## config.mk

```make
export PLATFORM = sky130hd
export DESIGN_NAME = gss_core
export DESIGN_NICKNAME = d
export VERILOG_FILES = /design/src/include/gss_pkg.sv /design/src/gss_core.sv
export SDC_FILE = /design/constraint.sdc
export NUM_CORES = 1
export LEC_CHECK = 0
export BUFFER_PORTS_ARGS = -buffer_cell sky130_fd_sc_hd__buf_4
export CAP_MARGIN = 10
export CORE_ASPECT_RATIO = 0.6
export CORE_MARGIN = 2
export CORE_UTILIZATION = 40
export DETAILED_ROUTE_END_ITERATION = 8
export PLACE_DENSITY_LB_ADDON = 0.25
export SYNTH_ARGS = -nofsm -noshare
export SYNTH_HDL_FRONTEND = slang
export SYNTH_SLANG_ARGS = --single-unit
```

## constraint.sdc

```tcl
create_clock -name sys_clk -period 2.2 [get_ports sys_clk]
set_input_delay 0.11 -clock sys_clk [delete_from_list [all_inputs] [get_ports sys_clk]]
set_output_delay 0.11 -clock sys_clk [all_outputs]
set_load 0.03 [all_outputs]
```

## src/include/gss_pkg.sv

```systemverilog
// Function
// RQ1 - No shadow sets: guest set accesses trap
// RQ2 - Root-only sets: guest HIGHEST_SET_FIELD reads zero, ignored
// RQ3 - Guest sets off: guest uses root current set
// RQ4 - Shared sets: guest control accesses trap
// RQ5 - Shared: previous-set moves ok, PREVIOUS_SET_FIELD writes trap
// RQ6 - Shared: root may write guest highest set
// RQ7 - Guest range is lowest to lowest plus highest
// RQ8 - Offset guest exception/previous sets by lowest
// RQ9 - Capture controller virtual set, then offset it
// RQ10 - Controller supplies sets inside guest range
// RQ11 - Guest sets on when highest set above zero
// RQ12 - Active set per mode and guest enable
// RQ13 - Previous set per mode; guest-off moves trap
// RQ14 - Root exception shifts root current to previous
// RQ15 - Guest exception shifts guest current to previous
// RQ16 - Exception return restores current from previous
// RQ17 - One multiply result pair for both contexts
// RQ18 - DSP: guest enable first, then root
// RQ19 - Guest DSP enable follows DSP present bit
// RQ20 - FPU: guest usable first, then root
// RQ21 - Coprocessor 2: guest usable first, then root
// RQ22 - SIMD: guest enable first, then root
// RQ23 - Both checks pass: no exception
`default_nettype none
package gss_pkg;
  localparam int SW = 4;
  localparam int AW = 8;
  typedef logic [3:0] gss_set_t;
  typedef logic [7:0] gss_addr_t;
  // Field order gives bit positions: css 3:0 up to hss 19:16.
  typedef struct packed {
    gss_set_t highest_set_field;
    gss_set_t irq_controller_set_field;
    gss_set_t exception_set_field;
    gss_set_t previous_set_field;
    gss_set_t current_set_field;
  } gss_srs_s;
  localparam int SRS_W = 20;
  localparam gss_addr_t ADR_ROOT_SRS = 8'h00;
  localparam gss_addr_t ADR_GUEST_SRS = 8'h04;
  localparam gss_addr_t ADR_ROOT_MAP = 8'h08;
  localparam gss_addr_t ADR_GUEST_MAP = 8'h0c;
  localparam gss_addr_t ADR_VCTL3 = 8'h10;
  localparam gss_addr_t ADR_UNITS = 8'h14;
  localparam gss_addr_t ADR_STATUS = 8'h18;
  localparam gss_addr_t ADR_MUL_LO = 8'h1c;
  localparam gss_addr_t ADR_MUL_HI = 8'h20;
  localparam int U_G_MX = 0;
  localparam int U_R_MX = 1;
  localparam int U_G_CU1 = 2;
  localparam int U_R_CU1 = 3;
  localparam int U_G_CU2 = 4;
  localparam int U_R_CU2 = 5;
  localparam int U_G_SIMD = 6;
  localparam int U_R_SIMD = 7;
  localparam int U_DSP_PRESENT_BIT = 8;
  localparam int UNITS_W = 9;
  localparam logic [8:0] UNITS_RST = 9'h000;
  localparam int ST_PREV_LSB = 4;
  localparam int ST_ON_BIT = 8;
  localparam gss_srs_s SRS_RST = '0;
  typedef enum logic [1:0] {
    GSS_NONE = 2'b00,
    GSS_ROOT_ONLY = 2'b01,
    GSS_SHARED = 2'b10
  } gss_case_e;
  typedef enum logic [1:0] {
    GSS_U_DSP = 2'b00,
    GSS_U_FPU = 2'b01,
    GSS_U_COP2 = 2'b10,
    GSS_U_SIMD = 2'b11
  } gss_unit_e;
  typedef enum logic [2:0] {
    GSS_X_NONE = 3'b000,
    GSS_X_DSP = 3'b001,
    GSS_X_COP = 3'b010,
    GSS_X_SIMD = 3'b011,
    GSS_X_PRIV = 3'b100
  } gss_exc_e;
  typedef enum logic [1:0] {
    GSS_SRC_ESS = 2'b00,
    GSS_SRC_EIC = 2'b01,
    GSS_SRC_MAP = 2'b10
  } gss_src_e;
endpackage
`default_nettype wire

```

## src/gss_core.sv

```systemverilog
`default_nettype none
module gss_core #(
  parameter gss_pkg::gss_case_e SRS_CASE = gss_pkg::GSS_SHARED,
  parameter gss_pkg::gss_set_t ROOT_HSS = 4'hf
) (
  input wire logic sys_clk,
  input wire logic resetn,
  input wire logic ce,
  input wire gss_pkg::gss_addr_t reg_addr,
  input wire logic [31:0] reg_wdata,
  input wire logic reg_we,
  input wire logic reg_re,
  output logic [31:0] reg_rdata,
  input wire logic guest_mode,
  input wire logic exc_valid,
  input wire logic exc_in_guest,
  input wire gss_pkg::gss_src_e exc_src,
  input wire logic [2:0] exc_vec,
  input wire logic exception_return_valid,
  input wire logic eic_set_valid,
  input wire gss_pkg::gss_set_t eic_set,
  input wire logic g_ctl_acc,
  input wire logic g_pgpr_use,
  input wire logic g_pss_wr,
  input wire logic unit_req_valid,
  input wire gss_pkg::gss_unit_e unit_req,
  input wire logic mul_we,
  input wire logic [63:0] mul_res,
  output gss_pkg::gss_set_t active_set,
  output gss_pkg::gss_set_t prev_set,
  output logic guest_privileged_sensitive_exc,
  output gss_pkg::gss_exc_e unit_exc,
  output logic unit_exc_root,
  output logic unit_ok
);

  // ****************************************
  // Shadow set state
  // ****************************************
  gss_pkg::gss_srs_s root_q;
  gss_pkg::gss_srs_s guest_q;
  logic [31:0] rmap_q;
  logic [31:0] gmap_q;
  gss_pkg::gss_set_t guest_lowest_set_field_q;
  logic [gss_pkg::UNITS_W-1:0] units_q;
  logic [31:0] mul_lo_q;
  logic [31:0] mul_hi_q;
  logic gsrs_on;
  logic gexc;
  logic rexc;
  gss_pkg::gss_set_t rtarget;
  gss_pkg::gss_set_t gtarget;
  gss_pkg::gss_set_t act_d;
  gss_pkg::gss_set_t prev_d;
  logic wr_rsrs;
  logic wr_gsrs;
  logic guest_srs_live;

  assign wr_rsrs = reg_we && reg_addr == gss_pkg::ADR_ROOT_SRS;
  assign wr_gsrs = reg_we && reg_addr == gss_pkg::ADR_GUEST_SRS;
  // Only the shared case backs the guest control with real storage.
  assign guest_srs_live = SRS_CASE == gss_pkg::GSS_SHARED;
  assign gsrs_on = guest_q.highest_set_field != 4'h0; // RQ11
  assign rexc = exc_valid && !exc_in_guest;
  assign gexc = exc_valid && exc_in_guest && gsrs_on;

  always_comb begin
    unique case (exc_src)
      gss_pkg::GSS_SRC_EIC: rtarget = root_q.irq_controller_set_field;
      gss_pkg::GSS_SRC_MAP: rtarget = rmap_q[exc_vec*4 +: 4];
      default: rtarget = root_q.exception_set_field;
    endcase
  end

  always_comb begin
    unique case (exc_src)
      gss_pkg::GSS_SRC_EIC: gtarget = guest_q.irq_controller_set_field;
      gss_pkg::GSS_SRC_MAP: gtarget = gmap_q[exc_vec*4 +: 4];
      default: gtarget = guest_q.exception_set_field;
    endcase
  end

  always_ff @(posedge sys_clk or negedge resetn) begin
    if (!resetn) begin
      root_q <= gss_pkg::SRS_RST;
    end else if (ce) begin
      if (wr_rsrs) begin
        root_q.irq_controller_set_field <= reg_wdata[15:12];
        root_q.exception_set_field <= reg_wdata[11:8];
        root_q.previous_set_field <= reg_wdata[7:4];
      end
      if (rexc) begin
        root_q.previous_set_field <= root_q.current_set_field; // RQ14
        root_q.current_set_field <= rtarget; // RQ14
      end else if (exception_return_valid && !guest_mode) begin
        root_q.current_set_field <= root_q.previous_set_field; // RQ16
      end
    end
  end

  // Writes from root land only when the guest copy really exists.
  always_ff @(posedge sys_clk or negedge resetn) begin
    if (!resetn) begin
      guest_q <= gss_pkg::SRS_RST;
    end else if (ce && guest_srs_live) begin
      if (wr_gsrs) begin // RQ2
        guest_q.highest_set_field <= reg_wdata[19:16]; // RQ6
        guest_q.irq_controller_set_field <= reg_wdata[15:12];
        guest_q.exception_set_field <= reg_wdata[11:8];
        guest_q.previous_set_field <= reg_wdata[7:4];
      end
      if (eic_set_valid) begin
        guest_q.irq_controller_set_field <= eic_set; // RQ9
      end
      if (gexc) begin
        guest_q.previous_set_field <= guest_q.current_set_field; // RQ15
        guest_q.current_set_field <= gtarget; // RQ15
      end else if (exception_return_valid && guest_mode && gsrs_on) begin
        guest_q.current_set_field <= guest_q.previous_set_field; // RQ16
      end
    end
  end

  always_ff @(posedge sys_clk or negedge resetn) begin
    if (!resetn) begin
      rmap_q <= 32'h0000_0000;
      gmap_q <= 32'h0000_0000;
      guest_lowest_set_field_q <= 4'h0;
    end else if (ce && reg_we) begin
      if (reg_addr == gss_pkg::ADR_ROOT_MAP) begin
        rmap_q <= reg_wdata;
      end
      if (reg_addr == gss_pkg::ADR_GUEST_MAP && guest_srs_live) begin
        gmap_q <= reg_wdata;
      end
      if (reg_addr == gss_pkg::ADR_VCTL3) begin
        guest_lowest_set_field_q <= reg_wdata[3:0];
      end
    end
  end

  // ****************************************
  // Physical set selection
  // ****************************************
  // Sums wrap in the set width; keeping the guest range inside the
  // implemented sets is software's duty.
  always_comb begin
    if (guest_mode && gsrs_on) begin
      act_d = guest_q.current_set_field + guest_lowest_set_field_q; // RQ12 RQ7 RQ8
      prev_d = guest_q.previous_set_field + guest_lowest_set_field_q; // RQ13 RQ8
    end else if (guest_mode) begin
      act_d = root_q.current_set_field; // RQ3
      prev_d = root_q.previous_set_field;
    end else begin
      act_d = root_q.current_set_field; // RQ12
      prev_d = root_q.previous_set_field; // RQ13
    end
  end

  always_ff @(posedge sys_clk or negedge resetn) begin
    if (!resetn) begin
      active_set <= 4'h0;
      prev_set <= 4'h0;
    end else if (ce) begin
      active_set <= act_d;
      prev_set <= prev_d;
    end
  end

  // ****************************************
  // Guest privileged sensitive checks
  // ****************************************
  logic guest_privileged_sensitive_exc_d;

  always_comb begin
    guest_privileged_sensitive_exc_d = 1'b0;
    if (g_ctl_acc || g_pss_wr) begin
      guest_privileged_sensitive_exc_d = 1'b1; // RQ1 RQ4 RQ5
    end
    if (g_pgpr_use && !(guest_srs_live && gsrs_on)) begin
      guest_privileged_sensitive_exc_d = 1'b1; // RQ1 RQ13
    end
  end

  always_ff @(posedge sys_clk or negedge resetn) begin
    if (!resetn) begin
      guest_privileged_sensitive_exc <= 1'b0;
    end else if (ce) begin
      guest_privileged_sensitive_exc <= guest_privileged_sensitive_exc_d;
    end
  end

  // ****************************************
  // Shared unit gating
  // ****************************************
  logic g_en;
  logic r_en;
  gss_pkg::gss_exc_e kind;

  always_comb begin
    unique case (unit_req)
      gss_pkg::GSS_U_DSP: begin
        g_en = units_q[gss_pkg::U_G_MX]; // RQ18
        r_en = units_q[gss_pkg::U_R_MX];
        kind = gss_pkg::GSS_X_DSP;
      end
      gss_pkg::GSS_U_FPU: begin
        g_en = units_q[gss_pkg::U_G_CU1]; // RQ20
        r_en = units_q[gss_pkg::U_R_CU1];
        kind = gss_pkg::GSS_X_COP;
      end
      gss_pkg::GSS_U_COP2: begin
        g_en = units_q[gss_pkg::U_G_CU2]; // RQ21
        r_en = units_q[gss_pkg::U_R_CU2];
        kind = gss_pkg::GSS_X_COP;
      end
      gss_pkg::GSS_U_SIMD: begin
        g_en = units_q[gss_pkg::U_G_SIMD]; // RQ22
        r_en = units_q[gss_pkg::U_R_SIMD];
        kind = gss_pkg::GSS_X_SIMD;
      end
    endcase
  end

  // The guest bit only counts in guest mode; outside it the root bit
  // alone decides.
  always_ff @(posedge sys_clk or negedge resetn) begin
    if (!resetn) begin
      unit_exc <= gss_pkg::GSS_X_NONE;
      unit_exc_root <= 1'b0;
      unit_ok <= 1'b0;
    end else if (ce) begin
      unit_exc <= gss_pkg::GSS_X_NONE;
      unit_exc_root <= 1'b0;
      unit_ok <= 1'b0;
      if (unit_req_valid) begin
        if (guest_mode && !g_en) begin
          unit_exc <= kind; // RQ18 RQ20 RQ21 RQ22
        end else if (!r_en) begin
          unit_exc <= kind; // RQ18 RQ20 RQ21 RQ22
          unit_exc_root <= 1'b1;
        end else begin
          unit_ok <= 1'b1; // RQ23
        end
      end
    end
  end

  // Guest DSP enable cannot be set while DSP is absent for the guest.
  always_ff @(posedge sys_clk or negedge resetn) begin
    if (!resetn) begin
      units_q <= gss_pkg::UNITS_RST;
    end else if (ce && reg_we && reg_addr == gss_pkg::ADR_UNITS) begin
      units_q <= reg_wdata[gss_pkg::UNITS_W-1:0];
      units_q[gss_pkg::U_G_MX] <= reg_wdata[gss_pkg::U_G_MX]
        && reg_wdata[gss_pkg::U_DSP_PRESENT_BIT]; // RQ19
    end
  end

  // A single result pair, written by the multiplier or by software,
  // whichever context is running.
  always_ff @(posedge sys_clk or negedge resetn) begin
    if (!resetn) begin
      mul_lo_q <= 32'h0000_0000;
      mul_hi_q <= 32'h0000_0000;
    end else if (ce) begin
      if (mul_we) begin
        mul_lo_q <= mul_res[31:0]; // RQ17
        mul_hi_q <= mul_res[63:32]; // RQ17
      end else if (reg_we && reg_addr == gss_pkg::ADR_MUL_LO) begin
        mul_lo_q <= reg_wdata;
      end else if (reg_we && reg_addr == gss_pkg::ADR_MUL_HI) begin
        mul_hi_q <= reg_wdata;
      end
    end
  end

  // ****************************************
  // Register read port
  // ****************************************
  logic [31:0] rd_d;
  gss_pkg::gss_srs_s rsrs_view;

  always_comb begin
    rsrs_view = root_q;
    rsrs_view.highest_set_field = ROOT_HSS;
  end

  always_comb begin
    rd_d = 32'h0000_0000;
    unique case (reg_addr)
      gss_pkg::ADR_ROOT_SRS: rd_d = {12'h000, rsrs_view};
      gss_pkg::ADR_GUEST_SRS: begin
        if (guest_srs_live) begin
          rd_d = {12'h000, guest_q};
        end
      end
      gss_pkg::ADR_ROOT_MAP: rd_d = rmap_q;
      gss_pkg::ADR_GUEST_MAP: rd_d = gmap_q;
      gss_pkg::ADR_VCTL3: rd_d = {28'h0000000, guest_lowest_set_field_q};
      gss_pkg::ADR_UNITS: rd_d = {23'h000000, units_q};
      gss_pkg::ADR_STATUS: rd_d = {23'h000000, gsrs_on, prev_set,
                                   active_set};
      gss_pkg::ADR_MUL_LO: rd_d = mul_lo_q;
      gss_pkg::ADR_MUL_HI: rd_d = mul_hi_q;
      default: rd_d = 32'h0000_0000;
    endcase
  end

  always_ff @(posedge sys_clk or negedge resetn) begin
    if (!resetn) begin
      reg_rdata <= 32'h0000_0000;
    end else if (ce) begin
      reg_rdata <= reg_re ? rd_d : 32'h0000_0000;
    end
  end
endmodule
`default_nettype wire

```

Word-level counts from Yosys, hierarchy flattened
Cells that the tools add are included.

storage, ports and cells
  ROM bits = 0
  output and inout bits = 46
  RAM bits = 0
  latch bits = 0
  flip-flop bits (word level) = 223
  memories = 0

operators by class
  multiply operators = 0
  muxes and demuxes = 34
  shift-type cells = 2
  reductions and logical operators = 44
  bitwise gates (word level) = 0
  $lt $le $gt $ge = 0
  $add $sub $neg = 2
  eq/ne operators = 14
  div/mod/pow operators = 0

operators with widths
  cell                                                                   count
  32-bit one-hot mux with 9 select lines                                 1
  32-bit 2-to-1 mux                                                      6
  32-bit by 6-bit variable part select with 4-bit output                 2
  4-bit 2-to-1 mux                                                       10
  8-bit by 5-bit equality test with 1-bit output, second input constant  4
  2-bit AND reduction                                                    11
  8-bit by 4-bit equality test with 1-bit output, second input constant  2
  1-bit logical AND                                                      16
  4-bit one-hot mux with 2 select lines                                  2
  2-bit nonzero test                                                     7
  12-bit 2-to-1 mux                                                      1
  3-bit 2-to-1 mux                                                       3
  3-bit one-hot mux with 3 select lines                                  1
  4-bit adder                                                            2
  8-bit by 3-bit equality test with 1-bit output, second input constant  1
  8-bit by 6-bit equality test with 1-bit output, second input constant  1
  8-bit zero test                                                        1
  1-bit 2-to-1 mux                                                       8
  1-bit one-hot mux with 4 select lines                                  2
  2-bit equality test, second input constant                             3
  2-bit by 1-bit equality test with 1-bit output, second input constant  2
  1-bit zero test                                                        4
  4-bit nonzero test                                                     1
  3-bit AND reduction                                                    1
  4 further kinds                                                        4

Longest topological paths before layout
Gate-level depths: netlist of the first run.

  depth after elaboration = 6
  depth in mapped cells = 8
  depth with buffers taken out = 7

Worst setup path after synthesis of the first run
Ideal clock, no wire load.

  kind = flip-flop to flip-flop
  start = register guest_q[16] (netlist bit)
  end = register reg_rdata[8]
  clock period less this slack = 1788 ps
  setup slack = 412 ps
  path buffers = 1
  data required time = 2076 ps
  cell stages (with the launch flop) = 7
  library setup time = 124 ps
  arrival = 1664 ps
  path through = dfrtp_1 > or4_1 > clkbuf_1 > a221o_1 > nand3_1 > a21oi_1 > a211o_1

on the way
  word-level cells in the longest chain between the ends = 3

ends and longest elaborated chain
  what                                    line             text
  start, declared                         gss_core.sv:41   gss_pkg::gss_srs_s guest_q;
  start signal, assigned                  gss_core.sv:104  guest_q <= gss_pkg::SRS_RST;
  4-bit nonzero test                      gss_core.sv:63   assign gsrs_on = guest_q.highest_set_field != 4'h0;
  32-bit one-hot mux with 9 select lines  gss_core.sv:291  unique case (reg_addr)
  32-bit 2-to-1 mux                       gss_core.sv:314  reg_rdata <= reg_re ? rd_d : 32'h0000_0000;
  end signal, assigned                    gss_core.sv:314
  end, declared                           gss_core.sv:13   output logic [31:0] reg_rdata,

Every way passes these cells.
A chain may end at the register's enable or synchronous reset.

Worst setup path after layout of the first run
  start = register root_q[0] (netlist bit)
  end = register reg_rdata[0]

on the way
  word-level cells in the longest chain between the ends = 2

ends and longest elaborated chain
  what                                    line             text
  start, declared                         gss_core.sv:40   gss_pkg::gss_srs_s root_q;
  start signal, assigned                  gss_core.sv:85   root_q <= gss_pkg::SRS_RST;
  32-bit one-hot mux with 9 select lines  gss_core.sv:291
  32-bit 2-to-1 mux                       gss_core.sv:314

Every way passes these cells.

==> results, run 1 <==
- After global routing the overflow that remains totals 0.
- The final cycle utilization of the critical path is 0.995.
- For this design the total switching power over the nets is just over 3 mW.
- When the netlist entered floorplanning its net count stood at 1232.
- The final layout contains routed wiring with a total length of between 40000 and 50000 um.
- Registers take ~0.0056 mm^2.
- Data on the critical path arrives at its endpoint at 2.60 ns.
- The min-delay analysis places its worst path in the category primary input to register.
- TritonCTS built the clock tree.
- The cell area that synthesis handed to floorplanning was ~0.012 mm^2.
- In this run the number of H-tree levels came out at 1.
- Of the post-synthesis cell area, the dominant cell type holds 0.470.
- The flow ran to the end, and the final reports show no timing, DRC or antenna violations.
- The max-slew violation count was 0.
- In the post-route analysis, the smallest setup slack over all paths is around 0.011 ns.
- The post-layout minimum cycle time is 2.19 ns.
- The clock net sink count is roughly 220.
- In this run the remaining antenna-violating nets after routing total 0.
- In the synthesized netlist the dominant register cell turns out to be sky130_fd_sc_hd__dfrtp_1.
- Of the synthesized area, sequential elements account for 0.470.
- The clock latency reported for the late side of the worst-skew pair is 0.54 ns.
- The power share of the sequential group is 0.456.
- Summed over all nets, the half-perimeter wirelength after detailed placement is ~31000 um.
- The final core area utilization is 0.537.
- From left edge to right edge, the die measures between 200 and 250 um.
- The initial antenna violation count is 2.
- Yosys mapped a number of flops with a built-in enable equal to 0.
- The remaining max-slew budget at the tightest pin is 0.399.
- The number of placement rows is between 40 and 50.
- The highest clock rate is roughly 460 MHz.
- Input and output buffers added on the ports amount to approximately 170.
- The die covers 0.0310 mm^2.
- The worst setup path is launched from a register.
- The first-pass detailed-route iteration total is 5.
- Yosys attributes the largest share of cell area to sky130_fd_sc_hd__dfrtp_1 47%, sky130_fd_sc_hd__a21oi_1 7.3%, sky130_fd_sc_hd__mux2_2 5.4%, sky130_fd_sc_hd__mux2_4 4.8%, sky130_fd_sc_hd__mux4_2 4.2%.
- The portion of total power attributed to combinational logic is 0.175.
- In this run, distinct cell masters in the synthesized netlist total 71.
- The initial utilization of the core area, before any placement, comes to 0.409.
- The post-route standard cell area excluding fillers is ~0.015 mm^2.
- The internal power of the cells totals approximately 7.5 mW.
- The net switching fraction of the power is 0.291.
- After synthesis, the share of flip-flops with an asynchronous set or reset is 1.00.
- At the worst endpoint, the required time is about 2.6 ns.
- The wire length of the first global-routing pass is between 60000 and 70000 um.
- The setup slack at placement is -0.194 ns.
- For the pin with the worst max-slew slack, the measured transition is 0.878 ns.
- The most common cell in the synthesized netlist is sky130_fd_sc_hd__dfrtp_1.
- For this design the ratio of total power to cell area is slightly below 700 mW/mm^2.
- Setup violations remaining at the end of the flow were counted as 0.
- The number of endpoints with negative hold slack in the final report is 0.
- The number of vias in the routed layout is 10200.
- The buffer levels on the longest clock path is 3.
- The floorplan step defined a core boundary enclosing around 0.029 mm^2.
- The peak ir drop on the vdd network is around 0.49 mV.
- The post-synthesis register bit count is between 200 and 250.
- The die height is about 140 um.
- After the last flow step, the layout net total stands at 1513.
- The most area-hungry cell type in the Yosys netlist is sky130_fd_sc_hd__dfrtp_1.
- The cell count after synthesis is approximately 1100.
- The pin count of the biggest net entering global routing is 67.
- Across every metal layer, demand over resource in global routing totals 0.272.
- CTS placed an instance of sky130_fd_sc_hd__clkbuf_16 at the clock tree root.
- The number of global-route vias before repair is 9942.
- The instance area after placement is ~0.014 mm^2.
- The remaining design rule violation count is 0.
- The maximum net fanout on the critical path is 4.
- The tool flagged a number of max-cap violations equal to 0.
- At the end of routability-driven placement, the weighted congestion stood at 0.931.
- Clock tree synthesis inserted a total of 24 buffers.
- The number of warnings reported in the yosys synthesis log is 0.
- The static power due to leakage is roughly 7 nW.
- The number of primary I/O pins is about 180.
- Dividing the detail-routed wire length by the instance count gives between 20 and 25 um.
- The post-detailed-route via-to-cell ratio is roughly 5.7.
- The area overhead of the layout relative to synthesis is 31.1%.
- The filler cells instantiated in the layout total around 2500.
- The iteration-0 DRC count of the detailed router is between 1000 and 1500.
- The share of total power dissipated in the clock network is 0.368.
- The worst setup skew after layout is about 0.015 ns.
- Setup repair after global routing left no endpoint under its margin.
- The fraction of final layout cells with drive strength greater than 1 is 0.285.
- After clock tree synthesis, the clock-pin slew on the worst setup and hold paths is 0.07 ns.
- A synthesized cell averages ~11 um^2.
- Power comes to 10.5 mW.
- The worst setup path is of the register to register kind.
- The area of the multi-input gates is around 0.0058 mm^2.
- By count the netlist is led by 222 x sky130_fd_sc_hd__dfrtp_1, 173 x sky130_fd_sc_hd__a21oi_1, 121 x sky130_fd_sc_hd__nor2_1, 57 x sky130_fd_sc_hd__mux2_2, 40 x sky130_fd_sc_hd__nand2_1.
- Hold is met by just over 0.07 ns.
- STA classifies the critical path endpoint as a register.
## metrics by stage
step	setup TNS, ns	std cells
finish	0	1783
global route	0	1782
CTS	0	1781
detailed placement	-0.266	1634
global placement	-0.218	1634
floorplan	0	1088
## state kept, by name, summed over array words and instances, names as in the netlist
name,count
active_set,4
prev_set,4
unit_exc,2
root_q,16
gmap_q,32
guest_privileged_sensitive_exc,1
guest_q,20
units_q,9
unit_ok,1
rmap_q,32
mul_hi_q,32
mul_lo_q,32
guest_lowest_set_field_q,4
unit_exc_root,1
reg_rdata,32
## worst paths after layout
kind | start | endpoint | slack [ns] | cells after the start
setup / recovery | root_q[0]$_DFFE_PN0P_ | reg_rdata[0]$_DFFE_PN0P_ | 0.01 | 6
hold / removal | guest_mode | unit_exc[1]$_DFFE_PN0P_ | 0.07 | 3
setup reg to reg | root_q[0]$_DFFE_PN0P_ | reg_rdata[0]$_DFFE_PN0P_ | 0.01 | 6
hold reg to reg | reg_rdata[10]$_DFFE_PN0P_ | reg_rdata[10]$_DFFE_PN0P_ | 0.49 | 1
max in group asynchronous | resetn | root_q[6]$_DFFE_PN0P_ | 1.31 | 3
min in group asynchronous | resetn | mul_lo_q[5]$_DFFE_PN0P_ | 0.13 | 2
## layer usage
layer  GRT usage  part of all wire
met3      0.0788             0.097
met1       0.425              0.49
met4      0.0526             0.017
met2       0.366              0.40
met5           0                 0
## layout by cell type, fill, tap and decap left out, types with 5 or more instances in the layout
cell                            instances
sky130_fd_sc_hd__a211oi_1               8
sky130_fd_sc_hd__a21oi_1              173
sky130_fd_sc_hd__a221o_1                6
sky130_fd_sc_hd__a221oi_1              21
sky130_fd_sc_hd__a22oi_1               13
sky130_fd_sc_hd__a31oi_1                5
sky130_fd_sc_hd__and3_1                13
sky130_fd_sc_hd__buf_12                 9
sky130_fd_sc_hd__buf_4                212
sky130_fd_sc_hd__clkbuf_16             25
sky130_fd_sc_hd__dfrtp_1              222
sky130_fd_sc_hd__dlygate4sd3_1        109
sky130_fd_sc_hd__ha_1                  12
sky130_fd_sc_hd__inv_1                 22
sky130_fd_sc_hd__mux2_2                57
sky130_fd_sc_hd__mux2_4                38
sky130_fd_sc_hd__mux2i_1               32
sky130_fd_sc_hd__mux4_2                22
sky130_fd_sc_hd__nand2_1               40
sky130_fd_sc_hd__nand2b_1               6
sky130_fd_sc_hd__nand3_1               12
sky130_fd_sc_hd__nor2_1               121
sky130_fd_sc_hd__nor2b_1               37
sky130_fd_sc_hd__nor3_1                 6
sky130_fd_sc_hd__o21ai_0               14
sky130_fd_sc_hd__o22ai_1               13
sky130_fd_sc_hd__o2bb2ai_1             33
sky130_fd_sc_hd__o31ai_1                9
## what timing repair did
action                                 in CTS  in global routing
buffers inserted                            0                  0
hold buffers                              109                  0
setup endpoints to repair                   1                  0
resized for setup                           1                  0
endpoints found under the hold margin     275                  0
## worst max-delay path: stages, from the launching register on
cell	delay, ns
sky130_fd_sc_hd__dfrtp_1	0.45
sky130_fd_sc_hd__mux2i_1	0.29
sky130_fd_sc_hd__a2bb2oi_1	0.23
sky130_fd_sc_hd__nor2_1	0.06
sky130_fd_sc_hd__a2111oi_1	0.73
sky130_fd_sc_hd__buf_4	0.23
sky130_fd_sc_hd__o2bb2ai_1	0.06
## power by group through the flow
stage                     registers [mW]  logic [mW]  clock network [mW]
after floorplan                     4.77       0.877                   0
after global placement              4.85        1.65                   0
after detailed placement            4.86        1.67                   0
after CTS                           4.79        1.83                3.91
after global routing                4.83        2.01                4.08
final                               4.81        1.85                3.88
## final cells by class
cell class                 count  area share
sequential                   222       0.358
tap                          400      0.0323
antenna                        2    0.000323
multi-input combinational    768       0.371
clock buffer                  33      0.0449
inverter                      22     0.00533
timing repair buffer         331       0.186
clock inverter                 5     0.00186
## cell families (layout without fill, tap and decap cells)
kind of cell	after synthesis	after routing	synth area share
DFF	222	222	0.470
and+or+nand+nor	278	278	0.123
xor gates and xnor gates	6	6	0.00445
adders and majority gates	14	14	0.0161
AOI/OAI and AO/OA	319	319	0.171
other	1	3	0.000317
buffers and inverters	98	391	0.0433
muxes	150	150	0.173
Power figures use the tool's default switching activity.
==> run 2: changes to the inputs <==
CORE_ASPECT_RATIO = 0.5   (was 0.6)
==> run 2 against run 1 <==
First-iteration DRC count decreased by 18%; critical endpoint is now guest_privileged_sensitive_exc$_DFFE_PN0P_; utilization down 0.21 points; critical path type unchanged; worst setup slack improved by 0.060 ns; routed wire length down 5.1%; final area is essentially flat; final cell count shrank 0.84%; non-clock buffer count is 8 lower.
==> results, run 2 (same netlist as run 1, synthesis figures left out) <==
- The share of total power in the clock network is 0.384.
- The critical path goes through or4_1 -> inv_1 -> a211oi_1 -> dlygate4sd3_1 -> a21oi_1.
- Of the total power, combinational logic draws 0.169.
- The number of global-route vias before repair is just over 10000.
- The maximum net fanout on the critical path is 6.
- The number of maximum-capacitance violations is 0.
- The internal power of the cells totals 7.67 mW.
- In this run, the number of DRC markers left after iteration 0 of detailed routing was between 800 and 900.
- The clock transition time at the flip-flop clock pins of the worst setup and hold paths is around 0.070 ns.
- The total power is roughly 11 mW.
- In the layout the commonest cells are 222 x sky130_fd_sc_hd__dfrtp_1, 205 x sky130_fd_sc_hd__buf_4, 173 x sky130_fd_sc_hd__a21oi_1.
- At the end of routability-driven placement, the weighted congestion stood at between 0.9 and 1.
- The remaining max-slew budget at the tightest pin is 0.473.
- The wire length of the first global-routing pass is 61100 um.
- TritonCTS built the clock tree.
- Dividing the final minimum period by the clock period gives 0.968.
- The power density of the placed cells is 689 mW/mm^2.
- Data on the critical path is required at its endpoint by between 2 and 3 ns.
- The count of inserted antenna diode cells is 0.
- The smallest clock period supported by the final layout is computed as approximately 2.1 ns.
- The initial utilization of the core area, before any placement, comes to 0.407.
- The initial antenna violation count is 0.
- The clock tree root driver cell is sky130_fd_sc_hd__clkbuf_16.
- The cell with the largest stage delay on the worst path is sky130_fd_sc_hd__or4_1.
- The number of nets in the layout is approximately 1500.
- Counting every sink on the clock net gives 222.
- In the final layout, the share of cells above drive strength 1 is 0.288.
- The static power due to leakage is 6.88 nW.
- The horizontal die dimension is about 250 um.
- The buffer levels on the longest clock path is 3.
- The worst flop-to-flop path startpoint is guest_q[17]$_DFFE_PN0P_.
- The total clock buffers created by CTS is 23.
- The quantity of I/O buffers inserted on ports is 174.
- The element type at the critical path start is a register.
- The HPWL after detailed placement is roughly 28000 um.
- The worst setup path is captured at a register.
- For the pin with the worst max-slew slack, the measured transition is about 0.77 ns.
- The number of vias in the routed layout is 10100.
- In the routed design, unresolved DRC markers number 0.
- The max-slew violation count is 0.
- Of the total power, the share spent switching nets is 0.282.
- The area growth from synthesis to layout is 31.2%.
- Data arrives at the worst endpoint at between 2 and 3 ns.
- In the global route stage, overall resource usage came out at 0.258.
- The die height is between 100 and 150 um.
- The number of nets still failing antenna checks after routing is 0.
- In this run the number of H-tree levels came out at 1.
- The most common library cell in the layout ignoring fill and taps is sky130_fd_sc_hd__dfrtp_1.
- The worst hold path begins at guest_mode.
- Tracing the worst setup path back leads to its startpoint at guest_q[17]$_DFFE_PN0P_.
- For the worst-skew pair, the clock arrives at the later sink with an insertion delay of approximately 0.52 ns.
- The total wire length after detailed routing is approximately 40000 um.
- The switching power is about 3 mW.
- Pin placement for this block handled approximately 180 I/O pins.
- The worst-case IR drop observed on VDD is ~0.45 mV.
- The highest clock rate is roughly 470 MHz.
- The worst setup skew after layout is roughly 0.0094 ns.
- The power share of the sequential group is 0.448.
- Setup violations remaining at the end of the flow were counted as 0.
- The die covers a little over 0.03 mm^2.
- The flow ran to the end, and the final reports show no timing, DRC or antenna violations.
- The setup TNS is 0 ns.
- The pin count of the biggest net entering global routing is between 60 and 70.
- The remaining global-route overflow is 0.
- The worst setup path is of the register to register kind.
- Using the TritonRoute via totals, the vias-per-cell ratio works out to about 5.7.
- The path class of the tightest hold or removal check is primary input to register.
- The number of endpoints with negative hold slack in the final report was 0.
- In the final routed layout, each cell accounts on average for around 22 um.
- The biggest cell delay along the critical path is approximately 0.74 ns.
- The core region is just under 0.03 mm^2.
- The first detailed-routing pass ran for 5 iterations.
- The post-CTS setup-driven buffer insertion count is 0.
- The number of placement rows is 44.
run 2: cell types whose count changed in the layout (fill, tap and decap cells not counted), moves of 2 or more:
cell	previous run	this run
sky130_fd_sc_hd__dlygate4sd3_1	109	106
sky130_fd_sc_hd__inv_6	0	2
sky130_fd_sc_hd__bufinv_16	0	2
sky130_fd_sc_hd__clkbuf_1	4	2
sky130_fd_sc_hd__diode_2	2	0
sky130_fd_sc_hd__clkinv_2	4	6
sky130_fd_sc_hd__clkbuf_8	4	7
sky130_fd_sc_hd__clkbuf_16	25	23
sky130_fd_sc_hd__buf_4	212	205
sky130_fd_sc_hd__buf_12	9	11
run 2: per-stage QoR:
step / utilization / worst slack (ns) / hold WS [ns] / cells / instance area, um^2
after floorplan: - / 0.412 / -0.186 / 1088 / 11800
after global placement: 0.471 / 0.0729 / 0.0949 / 1620 / 13700
after detailed placement: 0.471 / 0.0410 / 0.0990 / 1620 / 13700
after CTS: 0.534 / 0.0307 / 0.00489 / 1768 / 15500
after global routing: 0.535 / -0.00286 / 0.0586 / 1768 / 15500
final: 0.535 / 0.0705 / 0.0352 / 1768 / 15500
run 2: worst paths after layout:
path / endpoint / slack, ns / cells after the start
worst max-delay path: guest_privileged_sensitive_exc$_DFFE_PN0P_ / 0.07 / 5
worst min-delay path: unit_exc[1]$_DFFE_PN0P_ / 0.04 / 3
worst max register to register: guest_privileged_sensitive_exc$_DFFE_PN0P_ / 0.07 / 5
worst min register to register: reg_rdata[7]$_DFFE_PN0P_ / 0.48 / 1
max in group asynchronous: gmap_q[30]$_DFFE_PN0P_ / 1.33 / 3
min in group asynchronous: mul_hi_q[24]$_DFFE_PN0P_ / 0.12 / 2
run 2: final cells by class:
type	instances	area, um^2
well taps	391	489
repair buffers	323	2840
fillers	2522	13500
clock buffers	32	679
flip-flops and latches	222	5560
multi-input cells	768	5760
inverters	22	82.6
clock inverters	10	108
run 2: what timing repair did:
action / 4_1_cts / 5_1_grt
hold endpoints to repair: 236 / 0
hold buffers: 106 / 0
setup endpoints to repair: 0 / 4
resized for setup: 0 / 1
run 2: power groups by stage:
stage / Clock (mW) / Combinational [mW] / Sequential (mW)
floorplan: 0 / 0.877 / 4.77
global placement: 0 / 1.60 / 4.84
detailed placement: 0 / 1.64 / 4.85
CTS: 4.16 / 1.80 / 4.77
global route: 4.32 / 1.98 / 4.81
finish: 4.10 / 1.80 / 4.78
run 2: layer usage:
metal | up-vias | global-route usage | share of wire
met5 | - | 0 | 0
met4 | 0 | 0.0801 | 0.031
met3 | 77 | 0.0537 | 0.071
met2 | 379 | 0.399 | 0.46
met1 | 5112 | 0.365 | 0.44
li1 | 4567 | - | -
run 2: worst max-delay path, delay by kind of cell, from the launching register on:
family	cells	cell delay (ns)
simple gates	1	0.74
flops	1	0.39
compound gates	2	0.21
buf+inv	2	0.71
